**src/shared/mrr_pkg.sv**
```systemverilog
/*
 * constants and types for the mains reconnection release block.
 * assumes a 25 MHz clock; voltages are in 0.01 % of nominal, frequency in 0.01 Hz.
 */
// Operation
// - override sync on enabled dead/live bus-line states
// - external bypass removes sync check dependency
// - six decoupling triggers plus input, logic, command
// - triggers ORed, any trigger starts block timer
// - block timer settable, default ten minutes
// - no release before block timer elapsed
// - voltage/frequency out of window restarts timer
// - release after quantities stable for settable time
// - selector: internal, external or both
// - both means internal AND external release
// - internal release checks three phase-phase voltages
// - external enable gates use of external signal
// - remote release must be wired to input
// - settable frequency and voltage window limits
// - averaged method uses one-minute average voltages
// - coupling-point trip needs manual reconnection; only a trip in release or manual state forces manual
// - high-voltage setting 47.5-51.5 Hz, five minutes
// - medium-voltage setting above 95 %, 50.05 Hz
package mrr_pkg;
	localparam int CLK_HZ = 25000000;
	localparam int TICK_TIME_MS = 1000;
	localparam int TICK_CYCLES = CLK_HZ / 1000 * TICK_TIME_MS;
	localparam int NUM_DEC = 6;
	localparam int NUM_PH = 3;
	localparam int VAL_W = 16;

	// register byte offsets of the controller
	localparam logic [7:0] OFS_CTRL = 8'h00;
	localparam logic [7:0] OFS_TBLK = 8'h04;
	localparam logic [7:0] OFS_TSTAB = 8'h08;
	localparam logic [7:0] OFS_FLIM = 8'h0C;
	localparam logic [7:0] OFS_VLIM = 8'h10;
	localparam logic [7:0] OFS_STATUS = 8'h14;
	localparam logic [7:0] OFS_CMD = 8'h18;

	// control field positions
	localparam int CTRL_COND_LSB = 0;
	localparam int CTRL_EXT_EN = 2;
	localparam int CTRL_AVG = 3;
	localparam int CTRL_OVR_LSB = 4;
	localparam int CTRL_BYPASS = 7;
	localparam int CMD_MANUAL = 0;
	localparam int CMD_SCADA = 1;
	localparam int LIM_MAX_LSB = 16;

	// reset values
	localparam logic [7:0] CTRL_RESET = 8'h00;
	localparam logic [15:0] T_REL_BLO_S_RESET = 16'h0258;
	localparam logic [15:0] T_STABLE_S_RESET = 16'h012C;
	localparam logic [15:0] F_MIN_RESET = 16'h128E;
	localparam logic [15:0] F_MAX_RESET = 16'h141E;
	localparam logic [15:0] V_MIN_RESET = 16'h251C;
	localparam logic [15:0] V_MAX_RESET = 16'h2AF8;

	typedef enum logic [1:0] {
		COND_INTERNAL = 2'b00,
		COND_EXTERNAL = 2'b01,
		COND_BOTH = 2'b10,
		COND_NONE = 2'b11
	} mrr_cond_t;

	typedef enum logic [1:0] {
		ST_BLOCK = 2'b00,
		ST_STABLE = 2'b01,
		ST_RELEASE = 2'b10,
		ST_MANUAL = 2'b11
	} mrr_state_t;
endpackage : mrr_pkg

```
**src/shared/mrr_link_if.sv**
```systemverilog
/*
 * link between the controller end and the release logic end.
 * assumes both ends share clk; all signals are levels driven from flops.
 */
`timescale 1ns/1ps
interface mrr_link_if;
	logic [mrr_pkg::NUM_DEC-1:0] decTrig;
	logic diTrig;
	logic logicTrig;
	logic scadaTrig;
	logic extRelease;
	logic pccTrip;
	logic manualReset;
	logic liveBus;
	logic liveLine;
	logic syncOk;
	logic syncBypass;
	logic [1:0] relCond;
	logic extEnable;
	logic avgMethod;
	logic [2:0] ovrEnable;
	logic [15:0] tRelBlo;
	logic [15:0] tStable;
	logic [15:0] fMin;
	logic [15:0] fMax;
	logic [15:0] vMin;
	logic [15:0] vMax;
	logic [15:0] freq;
	logic [mrr_pkg::NUM_PH-1:0][15:0] vInst;
	logic [mrr_pkg::NUM_PH-1:0][15:0] vAvg;
	logic release_;
	logic closePermit;
	logic windowOk;
	logic [1:0] state;

	modport dev (input decTrig, diTrig, logicTrig, scadaTrig, extRelease, pccTrip,
		manualReset, liveBus, liveLine, syncOk, syncBypass, relCond, extEnable,
		avgMethod, ovrEnable, tRelBlo, tStable, fMin, fMax, vMin, vMax, freq, vInst,
		vAvg, output release_, closePermit, windowOk, state);
	modport host (output decTrig, diTrig, logicTrig, scadaTrig, extRelease, pccTrip,
		manualReset, liveBus, liveLine, syncOk, syncBypass, relCond, extEnable,
		avgMethod, ovrEnable, tRelBlo, tStable, fMin, fMax, vMin, vMax, freq, vInst,
		vAvg, input release_, closePermit, windowOk, state);
endinterface : mrr_link_if

```
**src/hdl/mrr_device.sv**
```systemverilog
/*
 * release logic end: block timer, mains window check, release selection
 * and synchronism override gating.
 * assumes every link input is synchronous to clk and held by the controller.
 */
// Implementation choices: the APB slave port and the register addresses.
`timescale 1ns/1ps
module mrr_device #(
	parameter int TickCycles = mrr_pkg::TICK_CYCLES
) (
	input wire logic clk,
	input wire logic arst_n,
	input wire logic ce,
	mrr_link_if.dev link,
	output logic releaseOut,
	output logic closePermitOut,
	output logic blockRunning
);
	mrr_pkg::mrr_state_t state_q;
	mrr_pkg::mrr_state_t state_d;
	logic [24:0] tickCnt_q;
	logic secTick;
	logic [15:0] blkCnt_q;
	logic [15:0] blkCnt_d;
	logic [15:0] stbCnt_q;
	logic [15:0] stbCnt_d;
	logic windowOk_q;
	logic [mrr_pkg::NUM_PH-1:0] phOk;
	logic freqOk;
	logic trigAny;
	logic extUse;
	logic condOk;
	logic syncGate;
	logic live_bus_dead_line;
	logic dead_bus_live_line;
	logic dead_bus_dead_line;
	logic release_q;
	logic closePermit_q;
	logic block_q;

	// one-second time base
	assign secTick = (tickCnt_q == 25'(TickCycles - 1));

	always_ff @(posedge clk or negedge arst_n) begin
		if (!arst_n) begin
			tickCnt_q <= 25'h0000000;
		end else if (ce) begin
			if (secTick) begin
				tickCnt_q <= 25'h0000000;
			end else begin
				tickCnt_q <= tickCnt_q + 25'h0000001;
			end
		end
	end

	// per-phase voltage window, instantaneous or averaged
	genvar ph;
	generate
		for (ph = 0; ph < mrr_pkg::NUM_PH; ph++) begin : g_phase
			logic [15:0] vSel;
			assign vSel = link.avgMethod ? link.vAvg[ph] : link.vInst[ph];
			assign phOk[ph] = (vSel >= link.vMin) && (vSel <= link.vMax);
		end
	endgenerate

	assign freqOk = (link.freq >= link.fMin) && (link.freq <= link.fMax);

	always_ff @(posedge clk or negedge arst_n) begin
		if (!arst_n) begin
			windowOk_q <= 1'b0;
		end else if (ce) begin
			windowOk_q <= freqOk && (&phOk);
		end
	end

	// all decoupling sources ORed into one start
	assign trigAny = (|link.decTrig) | link.diTrig | link.logicTrig | link.scadaTrig;

	// external signal only counts when its function is enabled
	assign extUse = link.extEnable & link.extRelease;

	always_comb begin
		unique case (mrr_pkg::mrr_cond_t'(link.relCond))
			mrr_pkg::COND_INTERNAL: condOk = windowOk_q;
			mrr_pkg::COND_EXTERNAL: condOk = extUse;
			mrr_pkg::COND_BOTH: condOk = windowOk_q & extUse;
			mrr_pkg::COND_NONE: condOk = 1'b0;
		endcase
	end

	// synchronism override states and bypass
	assign live_bus_dead_line = link.liveBus & ~link.liveLine;
	assign dead_bus_live_line = ~link.liveBus & link.liveLine;
	assign dead_bus_dead_line = ~link.liveBus & ~link.liveLine;
	assign syncGate = link.syncOk | link.syncBypass
		| (link.ovrEnable[0] & live_bus_dead_line) | (link.ovrEnable[1] & dead_bus_live_line)
		| (link.ovrEnable[2] & dead_bus_dead_line);

	always_comb begin
		state_d = state_q;
		blkCnt_d = blkCnt_q;
		stbCnt_d = stbCnt_q;
		if (link.pccTrip) begin
			// coupling-point trip: release or manual goes to manual, block and stable hold
			state_d = mrr_mrr_hold(state_q);
		end else begin
			unique case (state_q)
				mrr_pkg::ST_MANUAL: begin
					if (link.manualReset) begin
						state_d = mrr_pkg::ST_BLOCK;
						blkCnt_d = 16'h0000;
					end
				end
				mrr_pkg::ST_BLOCK: begin
					if (trigAny || !windowOk_q) begin
						blkCnt_d = 16'h0000;
					end else if (blkCnt_q >= link.tRelBlo) begin
						state_d = mrr_pkg::ST_STABLE;
						stbCnt_d = 16'h0000;
					end else if (secTick) begin
						blkCnt_d = blkCnt_q + 16'h0001;
					end
				end
				mrr_pkg::ST_STABLE: begin
					if (trigAny) begin
						state_d = mrr_pkg::ST_BLOCK;
						blkCnt_d = 16'h0000;
					end else if (!windowOk_q) begin
						stbCnt_d = 16'h0000;
					end else if (stbCnt_q >= link.tStable) begin
						if (condOk) begin
							state_d = mrr_pkg::ST_RELEASE;
						end
					end else if (secTick) begin
						stbCnt_d = stbCnt_q + 16'h0001;
					end
				end
				mrr_pkg::ST_RELEASE: begin
					if (trigAny) begin
						state_d = mrr_pkg::ST_BLOCK;
						blkCnt_d = 16'h0000;
					end else if (!condOk || !windowOk_q) begin
						state_d = mrr_pkg::ST_STABLE;
						stbCnt_d = 16'h0000;
					end
				end
			endcase
		end
	end

	function automatic mrr_pkg::mrr_state_t mrr_mrr_hold(input mrr_pkg::mrr_state_t s);
		mrr_mrr_hold = (s == mrr_pkg::ST_RELEASE || s == mrr_pkg::ST_MANUAL)
			? mrr_pkg::ST_MANUAL : s;
	endfunction : mrr_mrr_hold

	always_ff @(posedge clk or negedge arst_n) begin
		if (!arst_n) begin
			state_q <= mrr_pkg::ST_BLOCK;
		end else if (ce) begin
			state_q <= state_d;
		end
	end

	always_ff @(posedge clk or negedge arst_n) begin
		if (!arst_n) begin
			blkCnt_q <= 16'h0000;
		end else if (ce) begin
			blkCnt_q <= blkCnt_d;
		end
	end

	always_ff @(posedge clk or negedge arst_n) begin
		if (!arst_n) begin
			stbCnt_q <= 16'h0000;
		end else if (ce) begin
			stbCnt_q <= stbCnt_d;
		end
	end

	// outputs follow the next state so a trigger drops release at once
	always_ff @(posedge clk or negedge arst_n) begin
		if (!arst_n) begin
			release_q <= 1'b0;
		end else if (ce) begin
			release_q <= (state_d == mrr_pkg::ST_RELEASE);
		end
	end

	always_ff @(posedge clk or negedge arst_n) begin
		if (!arst_n) begin
			closePermit_q <= 1'b0;
		end else if (ce) begin
			closePermit_q <= (state_d == mrr_pkg::ST_RELEASE) && syncGate;
		end
	end

	always_ff @(posedge clk or negedge arst_n) begin
		if (!arst_n) begin
			block_q <= 1'b0;
		end else if (ce) begin
			block_q <= (state_d == mrr_pkg::ST_BLOCK);
		end
	end

	assign releaseOut = release_q;
	assign closePermitOut = closePermit_q;
	assign blockRunning = block_q;
	assign link.release_ = release_q;
	assign link.closePermit = closePermit_q;
	assign link.windowOk = windowOk_q;
	assign link.state = state_q;
endmodule : mrr_device

```
**src/flat_wrapper.sv**
```systemverilog
// flat-port wrapper written by rule: the top's interface ports become plain ports
module mrr_device_flat 
#(
	parameter int TickCycles = mrr_pkg::TICK_CYCLES
)
  (clk, arst_n, ce, releaseOut, closePermitOut, blockRunning, link_decTrig, link_diTrig, link_logicTrig, link_scadaTrig, link_extRelease, link_pccTrip, link_manualReset, link_liveBus, link_liveLine, link_syncOk, link_syncBypass, link_relCond, link_extEnable, link_avgMethod, link_ovrEnable, link_tRelBlo, link_tStable, link_fMin, link_fMax, link_vMin, link_vMax, link_freq, link_vInst, link_vAvg, link_release_, link_closePermit, link_windowOk, link_state);
  mrr_link_if link_i ();
  input wire logic clk;
  input wire logic arst_n;
  input wire logic ce;
  output logic releaseOut;
  output logic closePermitOut;
  output logic blockRunning;
  input wire logic [$bits(link_i.decTrig)-1:0] link_decTrig;
  input wire logic [$bits(link_i.diTrig)-1:0] link_diTrig;
  input wire logic [$bits(link_i.logicTrig)-1:0] link_logicTrig;
  input wire logic [$bits(link_i.scadaTrig)-1:0] link_scadaTrig;
  input wire logic [$bits(link_i.extRelease)-1:0] link_extRelease;
  input wire logic [$bits(link_i.pccTrip)-1:0] link_pccTrip;
  input wire logic [$bits(link_i.manualReset)-1:0] link_manualReset;
  input wire logic [$bits(link_i.liveBus)-1:0] link_liveBus;
  input wire logic [$bits(link_i.liveLine)-1:0] link_liveLine;
  input wire logic [$bits(link_i.syncOk)-1:0] link_syncOk;
  input wire logic [$bits(link_i.syncBypass)-1:0] link_syncBypass;
  input wire logic [$bits(link_i.relCond)-1:0] link_relCond;
  input wire logic [$bits(link_i.extEnable)-1:0] link_extEnable;
  input wire logic [$bits(link_i.avgMethod)-1:0] link_avgMethod;
  input wire logic [$bits(link_i.ovrEnable)-1:0] link_ovrEnable;
  input wire logic [$bits(link_i.tRelBlo)-1:0] link_tRelBlo;
  input wire logic [$bits(link_i.tStable)-1:0] link_tStable;
  input wire logic [$bits(link_i.fMin)-1:0] link_fMin;
  input wire logic [$bits(link_i.fMax)-1:0] link_fMax;
  input wire logic [$bits(link_i.vMin)-1:0] link_vMin;
  input wire logic [$bits(link_i.vMax)-1:0] link_vMax;
  input wire logic [$bits(link_i.freq)-1:0] link_freq;
  input wire logic [$bits(link_i.vInst)-1:0] link_vInst;
  input wire logic [$bits(link_i.vAvg)-1:0] link_vAvg;
  output wire logic [$bits(link_i.release_)-1:0] link_release_;
  output wire logic [$bits(link_i.closePermit)-1:0] link_closePermit;
  output wire logic [$bits(link_i.windowOk)-1:0] link_windowOk;
  output wire logic [$bits(link_i.state)-1:0] link_state;
  assign link_i.decTrig = link_decTrig;
  assign link_i.diTrig = link_diTrig;
  assign link_i.logicTrig = link_logicTrig;
  assign link_i.scadaTrig = link_scadaTrig;
  assign link_i.extRelease = link_extRelease;
  assign link_i.pccTrip = link_pccTrip;
  assign link_i.manualReset = link_manualReset;
  assign link_i.liveBus = link_liveBus;
  assign link_i.liveLine = link_liveLine;
  assign link_i.syncOk = link_syncOk;
  assign link_i.syncBypass = link_syncBypass;
  assign link_i.relCond = link_relCond;
  assign link_i.extEnable = link_extEnable;
  assign link_i.avgMethod = link_avgMethod;
  assign link_i.ovrEnable = link_ovrEnable;
  assign link_i.tRelBlo = link_tRelBlo;
  assign link_i.tStable = link_tStable;
  assign link_i.fMin = link_fMin;
  assign link_i.fMax = link_fMax;
  assign link_i.vMin = link_vMin;
  assign link_i.vMax = link_vMax;
  assign link_i.freq = link_freq;
  assign link_i.vInst = link_vInst;
  assign link_i.vAvg = link_vAvg;
  assign link_release_ = link_i.release_;
  assign link_closePermit = link_i.closePermit;
  assign link_windowOk = link_i.windowOk;
  assign link_state = link_i.state;
  mrr_device #(.TickCycles(TickCycles)) u_core (.clk(clk), .arst_n(arst_n), .ce(ce), .link(link_i), .releaseOut(releaseOut), .closePermitOut(closePermitOut), .blockRunning(blockRunning));
endmodule
```
**config.mk**
```make
export PLATFORM = sky130hd
export DESIGN_NAME = mrr_device_flat
export DESIGN_NICKNAME = d
export VERILOG_FILES = /design/src/shared/mrr_pkg.sv /design/src/shared/mrr_link_if.sv /design/src/hdl/mrr_device.sv /design/src/flat_wrapper.sv
export SDC_FILE = /design/constraint.sdc
export NUM_CORES = 1
export LEC_CHECK = 0
export CORE_AREA = 4 4 158 160
export DETAILED_ROUTE_END_ITERATION = 7
export DIE_AREA = 0 0 162 164
export DONT_BUFFER_PORTS = 1
export GPL_TIMING_DRIVEN = 0
export MAX_ROUTING_LAYER = met4
export SETUP_SLACK_MARGIN = 0.4
export SLEW_MARGIN = 5
export SYNTH_ARGS = -nofsm -noshare
export SYNTH_HDL_FRONTEND = slang
export SYNTH_SLANG_ARGS = --single-unit
```
**constraint.sdc**
```tcl
create_clock -name clk -period 3.3 [get_ports clk]
set_input_delay 0.165 -clock clk [delete_from_list [all_inputs] [get_ports clk]]
set_output_delay 0.165 -clock clk [all_outputs]
set_load 0.1 [all_outputs]
```
==> metrics.yaml <==
synth_edf_count: 0
critPathArrivalTime_ps: 2990
portBuffers: 0
setup_violations: 0
r2r_end: "u_core.blkCnt_q[13]"
min_path_cells: 2
switchingPower_w: 0.00124
start_util_pct: 33.6
r2r-start: "u_core.blkCnt_q[3]"
finalWorstSetupSlack_ps: 513
hold_ws_ps: 142
grt.busiest_layer: "met2"
fp-row-count: 56
die_height_um: 164
wl_per_cell_um: 17.6
status: "finished clean"
crit_path_top_delay_cell: "or4b_1"
synth-seq-cells: 63
viasPerCell: 5.50
antenna_cells: 0
syn_to_final_growth_pct: 12.2
finClkSkew_ps: 8.43
regToRegSetupSlack_ps: 560
synth_ff_type: "dfrtp_1"
async_flop_share_pct: 100
final_max_slew_viol_count: 0
max_slew_margin_pct: 36.7
end_kind: "flop"
sw_frac_of_total_pct: 39.5
pre_cts_ws_ps: -316
clock-root-buffer: "clkbuf_16"
drive_gt1_share_pct: 11.4
clk_latency_ps: 330
avgSynthCellArea_sq_um: 8.46
ys_types: 58
cts_tree: "yes"
synthTopCellsByArea: "ha_1 27%, dfrtp_1 20%, mux2_2 6.4%"
grtUsageTotal_pct: 17.1
dieArea_sq_um: 26600
globalRouteMet3Util_pct: 1.68
htree_levels: 3
drt_wl_total_mm: 22.4
critPathLaunchType: "input pin"
grt_max_degree: 64
postSynthNetCount: 1332
clk_path_buf_depth: 2
period_needed_ps: 2790
crit_start: "link_avgMethod"
p_leak_nw: 4.17
grt_pass1_wl_mm: 35.7
p_clk_share_pct: 31.5
drt_first_iter_violations: 211
critPathTopFamily: "compound AO/OA/AOI/OAI gates"
grt_pass1_vias: 7091
maxCapViolCount: 0
combPwrFrac_pct: 32.3
vias: 7005
period_share_pct: 84.4
path_cells: "clkbuf_4, clkbuf_8, mux2_2, ha_1, nor2b_1, o211ai_1, a21boi_0, a2111oi_1, a31oi_1, or4b_1, o41ai_2"
hold_violations: 0
cp_slowest_stage_delay_ps: 560
detail_route.first_pass.iterations: 5
crit_buf_inv: 2
ys_seq_area_share_pct: 20.0
rsz0062_at_grt: "false"
drcViolationCount: 0
met2_usage_pct: 29.9
pwr_density_cell_nw_per_um2: 356
clkTransAtPathRegs_ps: 50
ios: 242
hp-class: "in2reg"
worst-endpoint-required_ps: 3500
ys_warn_count: 0
synth_top_area_share_pct: 26.7
max_freq_ghz: 0.359
nets: 1351
power.internal_w: 0.00190
crit_type: "in2reg"
p_seq_share_pct: 36.2
post-route-util_pct: 37.7
overflow: 0
fin_setup_tns_ps: 0
cp.depth: 11
ff2ff_path_depth: 8
final_area_sq_um: 8820
crit_fanout: 10
syn_inst: 930
crit_path_end: "u_core.link.windowOk"
hpwl_mm: 19.0
tightest_slew_ps: 950
syn-cell-area_sq_um: 7860
core-area_sq_um: 23400
yosysTopAreaCell: "ha_1"
met1_usage_pct: 21.0
drtAntennaViolNets: 0
cts_buffers: 9
die-width_um: 162
gp_congestion: 0.851
placement.cell_area_sq_um: 8280
antenna_found_initial: 0
clock_sinks: 63
fillers: 2451
ir_drop_mv: 0.225
timing repair:
| action | in CTS | in global routing |
|---|---|---|
| hold buffers | 2 | 0 |
| hold endpoints to repair | 63 | 0 |
| pin swaps | 3 | 4 |
| gates resized for setup | 20 | 28 |
| setup buffers | 1 | 5 |
| endpoints found under the setup margin | 35 | 30 |
state kept, by name (all words and copies together), names as in the netlist:
name	flops
u_core.tickCnt_q	25
u_core.blkCnt_q	16
u_core.stbCnt_q	16
u_core.link.state	2
u_core.blockRunning	1
u_core.closePermitOut	1
u_core.link.release_	1
u_core.link.windowOk	1
kinds of logic (layout without fill, tap and decap cells):
family                     Yosys count  after routing  synth area share [%]
and+or+nand+nor                    262            262                  18.0
AOI/OAI and AO/OA                  225            225                  18.5
buffers and inverters              134            158                  6.49
DFF                                 63             63                  20.0
xor gates and xnor gates            27             27                  3.01
muxes                               51             51                  7.21
adders and majority gates          168            168                  26.7
cells in the mapped netlist (7+ instances only):
cell type / n
a2111oi_0: 7
a211oi_1: 9
a21boi_0: 7
a21o_1: 13
a21oi_1: 74
a31oi_1: 7
and3_1: 12
and4_1: 8
clkbuf_1: 21
dfrtp_1: 63
ha_1: 168
inv_1: 109
mux2_2: 45
nand2_1: 57
nand2b_1: 8
nand3_1: 40
nand4_1: 33
nor2_1: 43
nor3_1: 14
nor4_1: 7
o211ai_1: 13
o21a_1: 7
o21ai_0: 42
o31ai_1: 18
or4_1: 15
xnor2_1: 19
xor2_1: 8
worst reg2reg max path: stages, from the launching register on:
cell	delay, ps
dfrtp_1	460
ha_1	320
a211o_1	330
a2111oi_4	310
buf_4	190
o2111ai_4	200
and2_1	270
or4_1	510
nand2_1	80
final cells by class:
cell class                      instances  area, sq um  area share [%]
Buffer                                 25          136            1.55
Clock buffer                           12          236            2.68
Clock inverter                          4         70.1           0.794
Inverter                              109          409            4.64
Multi-Input combinational cell        733         5900            66.9
Sequential cell                        63         1590            18.0
Tap cell                              319          399            4.52
Timing Repair Buffer                    8         82.6           0.936
how the worst min path moves through the flow:
| stage | startpoint | endpoint | slack, ps |
|---|---|---|---|
| after floorplan | arst_n | u_core.blkCnt_q[0] | -130 |
| after global placement | arst_n | u_core.blkCnt_q[4] | -130 |
| after detailed placement | arst_n | u_core.blkCnt_q[6] | -130 |
| after CTS | link_syncOk | u_core.closePermitOut | 150 |
| after global routing | link_syncOk | u_core.closePermitOut | 180 |
| final | link_syncOk | u_core.closePermitOut | 140 |
stage by stage:
step,instances,total power (W)
global placement,1249,0.00209
CTS,1268,0.00316
finish,1273,0.00314
global route,1273,0.00337
detailed placement,1249,0.00211
floorplan,930,0.00186
metal layers:
metal,vias to the layer above,wire length (um)
li1,3499,-
met1,3273,9770
met2,206,11400
met3,27,784
met4,0,483
met5,-,0
placed cells by master, fill, tap and decap left out, drive strengths merged, types with 31 or more instances in the layout:
master  synthesis  final
a21oi          74     74
clkbuf         21     31
dfrtp          63     63
ha            168    168
inv           109    109
mux2           45     45
nand2          57     57
nand3          40     40
nand4          33     33
nor2           43     43
o21ai          45     45
power by group through the flow:
stage / clock [W] / combinational [W] / sequential (W)
after floorplan: 0 / 0.000753 / 0.00111
after global placement: 0 / 0.000947 / 0.00114
after detailed placement: 0 / 0.000966 / 0.00114
after CTS: 0.00102 / 0.00100 / 0.00113
after global routing: 0.00105 / 0.00116 / 0.00115
final: 0.000991 / 0.00102 / 0.00114
No activity file was read; power rests on OpenSTA's default activity.
